[src/core/hhq_pkg.sv]
// Purpose: Shared constants for the holdover history qualifier.
// Assumes: 100 MHz system clock and a 32-bit APB register port.
// Notes:   Register indices are word indices; byte address is four times the index.
package hhq_pkg;
   localparam logic [15:0] IDX_STATUS     = 16'h1408;
   localparam logic [15:0] IDX_ACC_TIMER  = 16'h140a;
   localparam logic [15:0] IDX_START_OPTS = 16'h140e;
   localparam logic [15:0] IDX_PAUSE_CTRL = 16'h140f;
   localparam logic [15:0] IDX_HOLD_OFF   = 16'h1410;
   localparam int          ADDR_W         = 16;
   localparam int          TW_W           = 32;
   localparam int          ACC_W          = 28;
   // Start option bit positions.
   localparam int          SO_PERSIST     = 0;
   localparam int          SO_SINGLE      = 1;
   localparam int          SO_QUICK       = 2;
   localparam int          SO_WAIT_PHASE  = 3;
   localparam int          SO_WAIT_FREQ   = 4;
   // Pause control bit positions.
   localparam int          PC_PHASE_UNLK  = 0;
   localparam int          PC_FREQ_UNLK   = 1;
   localparam int          PC_SLEWING     = 2;
   localparam logic [4:0]  START_RESET    = 5'h18;
   localparam logic [2:0]  PAUSE_RESET    = 3'h0;
   localparam logic [7:0]  HOLD_RESET     = 8'h00;
   localparam logic [27:0] ACC_RESET      = 28'h000000a;
   // Millisecond tick timing.
   localparam int          CLK_PERIOD_NS  = 10;
   localparam int          MS_TIME_NS     = 1000000;
   localparam int          MS_CYCLES      = MS_TIME_NS / CLK_PERIOD_NS;
   typedef enum logic [2:0] {
      HHQ_IDLE = 3'b001,
      HHQ_HOLD = 3'b010,
      HHQ_RUN  = 3'b100
   } hhq_state_t;
endpackage

[src/core/hhq_qualifier.sv]
// Purpose: Decides when the holdover tuning word history averager runs, pauses or clears.
// Assumes: Loop status inputs are synchronous to clk; APB slave answers with no wait state.
// Notes:   A zero accumulation timer still needs one counted millisecond of running before availability.
`timescale 1ns/1ps
module hhq_qualifier
   import hhq_pkg::*;
#(
   parameter int MsCycles = MS_CYCLES
) (
   input  wire logic              clk,
   input  wire logic              reset_n,
   input  wire logic              psel,
   input  wire logic              penable,
   input  wire logic              pwrite,
   input  wire logic [ADDR_W-1:0] paddr,
   input  wire logic [31:0]       pwdata,
   output logic [31:0]            prdata,
   output logic                   pready,
   output logic                   pslverr,
   input  wire logic              freqLockIn,
   input  wire logic              phaseLockIn,
   input  wire logic              slewingIn,
   input  wire logic              slewLimitIn,
   input  wire logic              holdoverIn,
   input  wire logic [TW_W-1:0]   tuningWordIn,
   input  wire logic [TW_W-1:0]   avgWordIn,
   output logic                   histRun,
   output logic                   histPause,
   output logic                   histClear,
   output logic                   histAvail,
   output logic                   useLatest,
   output logic [TW_W-1:0]        holdoverWord
);

   function automatic logic hitIdx(input logic [ADDR_W-1:0] a, input logic [15:0] idx);
      hitIdx = (a[ADDR_W-1:2] == idx[ADDR_W-3:0]) && (a[1:0] == 2'h0);
   endfunction

   logic [1:0]       rstSync_q;
   logic             rstN;
   logic [4:0]       startOpts_q;
   logic [2:0]       pauseCtrl_q;
   logic [7:0]       holdOff_q;
   logic [ACC_W-1:0] accTimer_q;
   logic [31:0]      prdata_q;
   logic             err_q;
   hhq_state_t       state_q;
   hhq_state_t       state_d;
   logic [16:0]      msCnt_q;
   logic [7:0]       holdCnt_q;
   logic [ACC_W-1:0] accCnt_q;
   logic             avail_q;
   logic             qual_q;
   logic             pause_q;
   logic             holdover_q;
   logic             clear_q;
   logic [TW_W-1:0]  holdWord_q;

   always_ff @(posedge clk or negedge reset_n) begin
      if (!reset_n) begin
         rstSync_q <= 2'h0;
      end else begin
         rstSync_q <= {rstSync_q[0], 1'b1};
      end
   end
   assign rstN = rstSync_q[1];

   // Register decode.
   wire setup    = psel && !penable;
   wire wrAccess = psel && penable && pwrite;
   wire hitStat  = hitIdx(paddr, IDX_STATUS);
   wire hitAcc   = hitIdx(paddr, IDX_ACC_TIMER);
   wire hitStart = hitIdx(paddr, IDX_START_OPTS);
   wire hitPause = hitIdx(paddr, IDX_PAUSE_CTRL);
   wire hitHold  = hitIdx(paddr, IDX_HOLD_OFF);
   wire hitAny   = hitStat || hitAcc || hitStart || hitPause || hitHold;
   wire writeBad = pwrite && hitStat;
   wire [31:0] rdMux = hitAcc   ? {4'h0, accTimer_q} :
                       hitStart ? {27'h0, startOpts_q} :
                       hitPause ? {29'h0, pauseCtrl_q} :
                       hitHold  ? {24'h0, holdOff_q} :
                       hitStat  ? {26'h0, avail_q, state_q, histPause, histRun} : 32'h0;

   always_ff @(posedge clk or negedge rstN) begin
      if (!rstN) begin
         prdata_q <= 32'h0;
         err_q    <= 1'b0;
      end else if (setup) begin
         prdata_q <= rdMux;
         err_q    <= !hitAny || writeBad;
      end
   end
   assign prdata  = prdata_q;
   assign pready  = 1'b1;
   assign pslverr = psel && penable && err_q;

   always_ff @(posedge clk or negedge rstN) begin
      if (!rstN) begin
         startOpts_q <= START_RESET;
         pauseCtrl_q <= PAUSE_RESET;
         holdOff_q   <= HOLD_RESET;
         accTimer_q  <= ACC_RESET;
      end else if (wrAccess) begin
         if (hitStart) startOpts_q <= pwdata[4:0];
         if (hitPause) pauseCtrl_q <= pwdata[2:0];
         if (hitHold)  holdOff_q   <= pwdata[7:0];
         if (hitAcc)   accTimer_q  <= pwdata[ACC_W-1:0];
      end
   end

   wire persist    = startOpts_q[SO_PERSIST];
   wire singleSamp = startOpts_q[SO_SINGLE];
   wire quickStart = startOpts_q[SO_QUICK];
   wire waitPhase  = startOpts_q[SO_WAIT_PHASE];
   wire waitFreq   = startOpts_q[SO_WAIT_FREQ];

   wire qual    = (!waitPhase || phaseLockIn) && (!waitFreq || freqLockIn) && !holdoverIn;
   wire qualNew = qual && !qual_q;

   wire pauseNow = (pauseCtrl_q[PC_SLEWING] && slewingIn) ||
                   (pauseCtrl_q[PC_FREQ_UNLK] && !freqLockIn) ||
                   (pauseCtrl_q[PC_PHASE_UNLK] && slewLimitIn);

   wire msTick  = (msCnt_q == 17'(MsCycles - 1));
   wire holdEnd = (holdCnt_q == holdOff_q);
   wire [ACC_W-1:0] accTarget = quickStart ? (accTimer_q >> 2) : accTimer_q;

   wire clearNow = !persist && ((pause_q && !pauseNow && state_q == HHQ_RUN) ||
                                (holdover_q && !holdoverIn));

   always_comb begin
      state_d = state_q;
      unique case (state_q)
         HHQ_IDLE: begin
            if (qual) state_d = (holdOff_q == 8'h00) ? HHQ_RUN : HHQ_HOLD;
         end
         HHQ_HOLD: begin
            if (!qual) state_d = HHQ_IDLE;
            else if (holdEnd) state_d = HHQ_RUN;
         end
         HHQ_RUN: begin
            if (holdoverIn) state_d = HHQ_IDLE;
         end
         default: state_d = HHQ_IDLE;
      endcase
   end

   always_ff @(posedge clk or negedge rstN) begin
      if (!rstN) begin
         state_q    <= HHQ_IDLE;
         qual_q     <= 1'b0;
         pause_q    <= 1'b0;
         holdover_q <= 1'b0;
         clear_q    <= 1'b0;
      end else begin
         state_q    <= state_d;
         qual_q     <= qual;
         pause_q    <= pauseNow;
         holdover_q <= holdoverIn;
         clear_q    <= clearNow;
      end
   end

   always_ff @(posedge clk or negedge rstN) begin
      if (!rstN) begin
         msCnt_q   <= 17'h0;
         holdCnt_q <= 8'h0;
      end else begin
         msCnt_q   <= (qualNew || msTick) ? 17'h0 : msCnt_q + 17'h1;
         if (state_q != HHQ_HOLD) holdCnt_q <= 8'h0;
         else if (msTick && !holdEnd) holdCnt_q <= holdCnt_q + 8'h1;
      end
   end

   assign histRun   = (state_q == HHQ_RUN) && !holdoverIn && !pauseNow;
   assign histPause = (state_q == HHQ_RUN) && pauseNow;
   assign histClear = clear_q;

   always_ff @(posedge clk or negedge rstN) begin
      if (!rstN) begin
         accCnt_q <= '0;
         avail_q  <= 1'b0;
      end else if (clearNow) begin
         accCnt_q <= '0;
         avail_q  <= 1'b0;
      end else begin
         if (histRun && msTick && !avail_q) accCnt_q <= accCnt_q + 28'h1;
         if (accCnt_q >= accTarget && accCnt_q != 28'h0) avail_q <= 1'b1;
      end
   end
   assign histAvail = avail_q;

   assign useLatest = holdoverIn && !avail_q && singleSamp;
   always_ff @(posedge clk or negedge rstN) begin
      if (!rstN) begin
         holdWord_q <= '0;
      end else begin
         holdWord_q <= useLatest ? tuningWordIn : avgWordIn;
      end
   end
   assign holdoverWord = holdWord_q;

   // Checks beside the logic.
   AST_WAIT_PHASE: assert property (@(posedge clk) disable iff (!rstN)
      (state_q == HHQ_IDLE && waitPhase && !phaseLockIn) |=> state_q == HHQ_IDLE)
      else $error("Start left idle without phase lock.");
   AST_WAIT_FREQ: assert property (@(posedge clk) disable iff (!rstN)
      (state_q == HHQ_IDLE && waitFreq && !freqLockIn) |=> state_q == HHQ_IDLE)
      else $error("Start left idle without frequency lock.");
   AST_NO_PHASE_WAIT: assert property (@(posedge clk) disable iff (!rstN)
      (state_q == HHQ_IDLE && !waitPhase && !waitFreq && !holdoverIn) |=> state_q != HHQ_IDLE)
      else $error("Start held although no lock wait is set.");
   AST_HOLDOFF_ZERO: assert property (@(posedge clk) disable iff (!rstN)
      (state_q == HHQ_IDLE && qual && holdOff_q == 8'h00) |=> state_q == HHQ_RUN)
      else $error("Zero hold off did not start averaging at once.");
   AST_HOLDOFF_QUIET: assert property (@(posedge clk) disable iff (!rstN)
      (state_q == HHQ_HOLD) |-> !histRun)
      else $error("Averaging ran during hold off.");
   AST_SLEW_PAUSE: assert property (@(posedge clk) disable iff (!rstN)
      (pauseCtrl_q[PC_SLEWING] && slewingIn) |-> !histRun)
      else $error("Averaging ran while slewing with pause set.");
   AST_SLEW_IGNORED: assert property (@(posedge clk) disable iff (!rstN)
      (state_q == HHQ_RUN && !holdoverIn && pauseCtrl_q == 3'h0) |-> histRun)
      else $error("Averaging stopped with no pause source enabled.");
   AST_PERSIST: assert property (@(posedge clk) disable iff (!rstN)
      ($past(persist) && persist) |-> !histClear)
      else $error("History cleared while persistent.");
   AST_HOLDOVER_CLEAR: assert property (@(posedge clk) disable iff (!rstN)
      ($fell(holdoverIn) && !persist) |=> histClear)
      else $error("History not cleared on holdover exit.");
   AST_SINGLE_SAMPLE: assert property (@(posedge clk) disable iff (!rstN)
      useLatest |=> holdoverWord == $past(tuningWordIn))
      else $error("Holdover word is not the latest tuning word.");

   // Pause sources and clearing are checked apart, so one broken term cannot hide behind another.
   AST_FREQ_PAUSE: assert property (@(posedge clk) disable iff (!rstN)
      (pauseCtrl_q[PC_FREQ_UNLK] && !freqLockIn) |-> !histRun)
      else $error("Averaging ran without frequency lock with pause set.");

   AST_LIMIT_PAUSE: assert property (@(posedge clk) disable iff (!rstN)
      (pauseCtrl_q[PC_PHASE_UNLK] && slewLimitIn) |-> !histRun)
      else $error("Averaging ran while slew limited with pause set.");

   AST_PAUSE_CLEAR: assert property (@(posedge clk) disable iff (!rstN)
      (!persist && pause_q && !pauseNow && state_q == HHQ_RUN) |=> histClear)
      else $error("History not cleared when a pause ended.");

   AST_RUN_EXCL: assert property (@(posedge clk) disable iff (!rstN)
      !(histRun && histPause))
      else $error("Run and pause raised together.");

   AST_PAUSE_IN_RUN: assert property (@(posedge clk) disable iff (!rstN)
      histPause |-> state_q == HHQ_RUN)
      else $error("Pause raised outside the running state.");

   AST_CLEAR_AVAIL: assert property (@(posedge clk) disable iff (!rstN)
      histClear |-> !histAvail)
      else $error("History still available while being cleared.");

   AST_AVAIL_TARGET: assert property (@(posedge clk) disable iff (!rstN)
      $rose(histAvail) |-> accCnt_q >= accTarget)
      else $error("History available before the accumulation target.");

   AST_TICK_RESTART: assert property (@(posedge clk) disable iff (!rstN)
      qualNew |=> msCnt_q == 17'h0)
      else $error("Millisecond tick did not restart on new qualification.");

   AST_HOLD_STAY: assert property (@(posedge clk) disable iff (!rstN)
      (state_q == HHQ_HOLD && qual && !holdEnd) |=> state_q == HHQ_HOLD)
      else $error("Hold off ended early.");

   AST_HOLDOVER_IDLE: assert property (@(posedge clk) disable iff (!rstN)
      holdoverIn |=> state_q == HHQ_IDLE)
      else $error("Averaging state kept during holdover.");
endmodule

[config.mk]
export PLATFORM = sky130hd
export DESIGN_NAME = hhq_qualifier
export DESIGN_NICKNAME = d
export VERILOG_FILES = /design/src/core/hhq_pkg.sv /design/src/core/hhq_qualifier.sv
export SDC_FILE = /design/constraint.sdc
export NUM_CORES = 1
export LEC_CHECK = 0
export BUFFER_PORTS_ARGS = -buffer_cell sky130_fd_sc_hd__buf_4
export CORE_UTILIZATION = 40
export DETAILED_ROUTE_END_ITERATION = 16
export PLACE_DENSITY = 0.66
export SYNTH_ARGS = -nofsm -noshare
export SYNTH_HDL_FRONTEND = slang
export SYNTH_SLANG_ARGS = --single-unit
[constraint.sdc]
create_clock -name clk -period 4.8 [get_ports clk]
set_clock_uncertainty 0.15 [all_clocks]
set_input_delay 1.44 -clock clk [delete_from_list [all_inputs] [get_ports clk]]
set_output_delay 1.44 -clock clk [all_outputs]
set_load 0.02 [all_outputs]
After elaboration in Yosys (flattened, before gate mapping)

Index checks and enable logic that the tools add are counted.
Widths: inputs -> output; s select.

Output and inout port bits: 71
Input port bits: 122
Register bits: 172

Muxes and demuxes: 20
Magnitude comparators: 1
Reductions and logical operators: 62
Equality and inequality tests: 14
Add/subtract/negate cells: 3

Operator list:

| cell                  | number |
|---|---|
| $mux 28               | 4 |
| $eq 14x13->1 const B  | 5 |
| $mux 8                | 5 |
| $mux 32               | 1 |
| $logic_and 1x1->1     | 29 |
| $add 28x1->28 const B | 1 |
| $ge 28x28->1          | 1 |
| $reduce_bool 28->1    | 1 |
| $add 17x1->17 const B | 1 |
| $eq 17x17->1 const B  | 1 |
| $mux 17               | 1 |
| $mux 3                | 5 |
| $logic_not 1->1       | 11 |
| $logic_or 1x1->1      | 11 |
| $pmux 3 s3            | 1 |
| $add 8x1->8 const B   | 1 |
| $eq 8x8->1            | 1 |
| $logic_not 8->1       | 1 |
| $reduce_and 2->1      | 4 |
| $mux 6                | 1 |
| $reduce_bool 2->1     | 3 |
| $ne 2x2->1 const B    | 2 |
| $eq 3x1->1 const B    | 1 |
| $eq 3x2->1 const B    | 1 |
| 6 further kinds       | 7 |

Logic depth before layout (Yosys ltp)

Depth in word-level cells: 11
Mapped depth: 9

Worst setup path after synthesis

OpenSTA, ideal clock, no wires.

Path type: input to output
From: input holdoverIn
To: output histRun
Setup slack: 990 ps
Required time: 3210 ps
Arrival: 2220 ps
Path buffers: 0
Stages on the path: 3
Cells stage by stage: nor4b_2 -> nand4_1 -> inv_1

Cells in the longest elaborated chain, start to end: 3

RTL lines:

| element                        | line                 | source |
|---|---|---|
| start: declaration             | hhq_qualifier.sv:24  | `input wire logic holdoverIn,` |
| $logic_not 1->1                | hhq_qualifier.sv:175 | `assign histRun = (state_q == HHQ_RUN) && !holdoverIn && !pauseNow;` |
| $logic_and 1x1->1 (2 in a row) | hhq_qualifier.sv:175 |  |
| end: declaration               | hhq_qualifier.sv:27  | `output logic histRun,` |

No other way between the ends.

Worst setup path in the final report

Same ends and word-level chain as after synthesis.

==> metrics.md <==
| Metric | Value |
|---|---|
| Run status | finished, final reports clean |
| CTS max path bufs | 2 |
| Synth warn | 0 |
| Core area | 21200 µm² |
| Setup CP Type | input pin to primary output |
| Crit-path max FO | 5 |
| Distinct cells, synth | 64 |
| Cell Rows | 53 |
| Tightest Hold Check Type | register to register |
| Compound-Gate Fraction of Synth Area | 5.51% |
| Final instance area | 10900 µm² |
| Root Buffer | clkbuf_16 |
| Logic pwr share | 8.3% |
| DRC | 0 |
| Post-synth EDFFs | 0 |
| Global-route wire length before repair | 35200 µm |
| TritonRoute pass-1 iters | 5 |
| Period minus WS final | 4.13 ns |
| Fin. max-slew vios | 0 |
| CTS sink count | 168 |
| Setup_tns | 0 ns |
| Synth Area in Adders | 4.62% |
| Vias in the first global route | 6985 |
| CTS H-tree lvls | 4 |
| Number of CTS-inserted buffers | 17 |
| Post-cts sizing count | 0 |
| Commonest cells after routing, fill and taps aside | buf_4 (193), nand2_1 (178), dfrtp_1 (162) |
| Crit. End Element | primary output |
| Die Y | 149 µm |
| Sequential cell fraction of total power | 48.5% |
| Starting Density | 41.0% |
| Worst rel slew slack | 23.1% |
| Chip width | 149 µm |
| Sw Share | 26.3% |
| Worst endpoint required time | 3.21 ns |
| Overflow after GRT | 0 |
| Synth Area in Simple Gates | 24.2% |
| Max-capacitance violation count | 0 |
| Yosys reg bits | 168 |
| Arrival time worst endpoint | 2.54 ns |
| Internal power | 2.28 mW |
| GRT Resource Usage Total | 20.2% |
| Power, Total | 3.09 mW |
| Setup-failing EPs final | 0 |
| Share of the clock period used by the worst path | 86.1% |
| Largest family of logic cells by synthesized area | simple AND/OR/NAND/NOR gates |
| Placed Area | 10300 µm² |
| Die ar. | 22300 µm² |
| Final core utilization | 51.5% |
| Final Hold Fails | 0 |
| P_sw | 0.813 mW |
| Max Fclk | 242 MHz |
| Hold Buf Count CTS | 0 |
| Maximum VDD drop | 0.000241 V |
| Post-Syn Area | 8670 µm² |
| IO Port Bufs | 183 |
| Vias/cell | 5.27 |
| Syn avg cell area | 9.87 µm² |
| Initial drt markers | 415 |
| I/O pins | 193 |
| Mapped Cells | 879 |
| # nets final | 1207 |
| Ant diodes | 0 |
| Yosys top cell by area | dfrtp_1 |
| CTS tree | built |
| Seq/Total Area, Yosys | 48.5% |
| Mux contribution to synthesized area | 10.7% |
| Syn-to-layout area delta | 25.7% |
| Clock Power Share | 43.2% |
| Dominant synthesized flop cell | dfrtp_1 |
| Final ANT Viol Nets | 0 |
| XOR/XNOR share of the synthesized area | 3.43% |
| Routed Wire Length | 21300 µm |
| RD Place Congestion | 0.807 |
| R2r setup slk | 1.75 ns |
| Postcts setup bufs | 0 |
| Leakage | 5.30 nW |
| Initial antenna violation count | 0 |
| Clk slew on worst S/H paths | 0.07 ns |
| Synth top area cells | dfrtp_1 (47%), nand2_1 (7.7%), mux2_2 (6.0%), ha_1 (4.6%), mux2i_1 (4.0%) |
| RSZ-0062 raised after global routing | no |
| Detail Placement HPWL | 15500 µm |
| Synth top area share | 47.0% |
| Most common cell after layout, fill and taps aside | buf_4 |
| Fillers | 1929 |
| CP Launch Type | input pin |
| Routed len/inst | 15.9 µm |
| Layout cells sized above 1 | 27.3% |
| Largest net degree at the start of global routing | 104 |
| Vias | 7070 |
| Post-synth ARST share | 100% |
| Pwr Density | 284 nW/µm² |
| Worst slew pin tran | 1.15 ns |
| Clk_lat worst skew | 0.44 ns |
==> final timing paths <==
kind / start / endpoint / cells after the start
worst max-delay path: holdoverIn / histRun / 5
worst min-delay path: rstSync_q[0] / rstSync_q[1] / 0
worst max register to register: startOpts_q[2] / histAvail / 8
worst min register to register: rstSync_q[0] / rstSync_q[1] / 0
max in group asynchronous: rstSync_q[1] / prdata[22] / 1
min in group asynchronous: rstSync_q[1] / msCnt_q[9] / 0
==> metal layers <==
metal	vias up	share of wire (%)	global-route usage, %	routed length, µm
met5	-	0	0	0
met2	227	49	33.4	10400
met3	18	7.3	5.75	1550
li1	3440	-	-	-
met1	3385	43	25.5	9110
met4	0	1.1	5.82	243
==> through the flow <==
stage                     setup slack, ns  cells  hold slack [ns]
after global routing                0.603   1341            0.233
after floorplan                     0.990    883            0.181
after detailed placement            0.627   1309            0.199
after CTS                           0.627   1341            0.217
after global placement              0.636   1309            0.186
final                               0.669   1341            0.211
==> cell families after synthesis <==
group           count (synthesis)
compound gates                 71
fa+ha+maj                      32
flops                         168
xor+xnor                       34
simple gates                  425
buf+inv                        61
other cells                     2
mux                            86
==> worst max-delay path: stages <==
cell and delay, ns:
buf_4 0.13, nor4b_2 0.37, nand4_1 0.25, inv_1 0.18, buf_4 0.16
==> layout make-up <==
| cell class | instances | area (µm²) | area share [%] |
|---|---|---|---|
| multi-input combinational | 654 | 4240 | 38.9 |
| sequential | 168 | 4210 | 38.7 |
| timing repair buffer | 194 | 1470 | 13.5 |
| clock buffer | 18 | 439 | 4.03 |
| tap | 275 | 344 | 3.16 |
| clock inverter | 14 | 131 | 1.20 |
| inverter | 18 | 67.6 | 0.620 |
==> flip-flops by register name (all words and copies together) (netlist names), 5 cells and up <==
register      count
accCnt_q         28
accTimer_q       28
holdCnt_q         8
holdOff_q         8
holdoverWord     32
msCnt_q          17
prdata           28
startOpts_q       5
==> power groups by stage <==
stage | clock (mW) | sequential (mW) | combinational (mW)
global placement | 0 | 1.53 | 0.257
CTS | 1.37 | 1.50 | 0.262
finish | 1.34 | 1.50 | 0.257
detailed placement | 0 | 1.53 | 0.260
global route | 1.43 | 1.51 | 0.285
floorplan | 0 | 1.55 | 0.0892
==> cells in the mapped netlist (2+ instances only) <==
cell type,count
a2111oi_0,5
a211oi_1,2
a21o_1,4
a21oi_1,23
a221oi_1,3
a22oi_1,5
a31oi_1,4
and2_1,2
and3_1,11
and3b_1,2
and4_1,7
and4b_1,2
buf_1,5
buf_2,7
buf_4,5
clkbuf_1,26
conb_1,2
dfrtp_1,163
dfstp_2,5
ha_1,32
inv_1,18
mux2_1,5
mux2_2,46
mux2i_1,35
nand2_1,178
nand2b_1,11
nand3_1,44
nand3b_1,2
nand4_1,19
nand4bb_1,2
nor2_1,66
nor2b_1,8
nor3_1,10
nor3_2,3
nor4_1,29
nor4b_1,4
nor4bb_1,3
o21ai_0,5
o31ai_1,8
or3_1,6
or4_1,7
xnor2_1,17
xor2_1,17
Power figures use the tool's default switching activity.
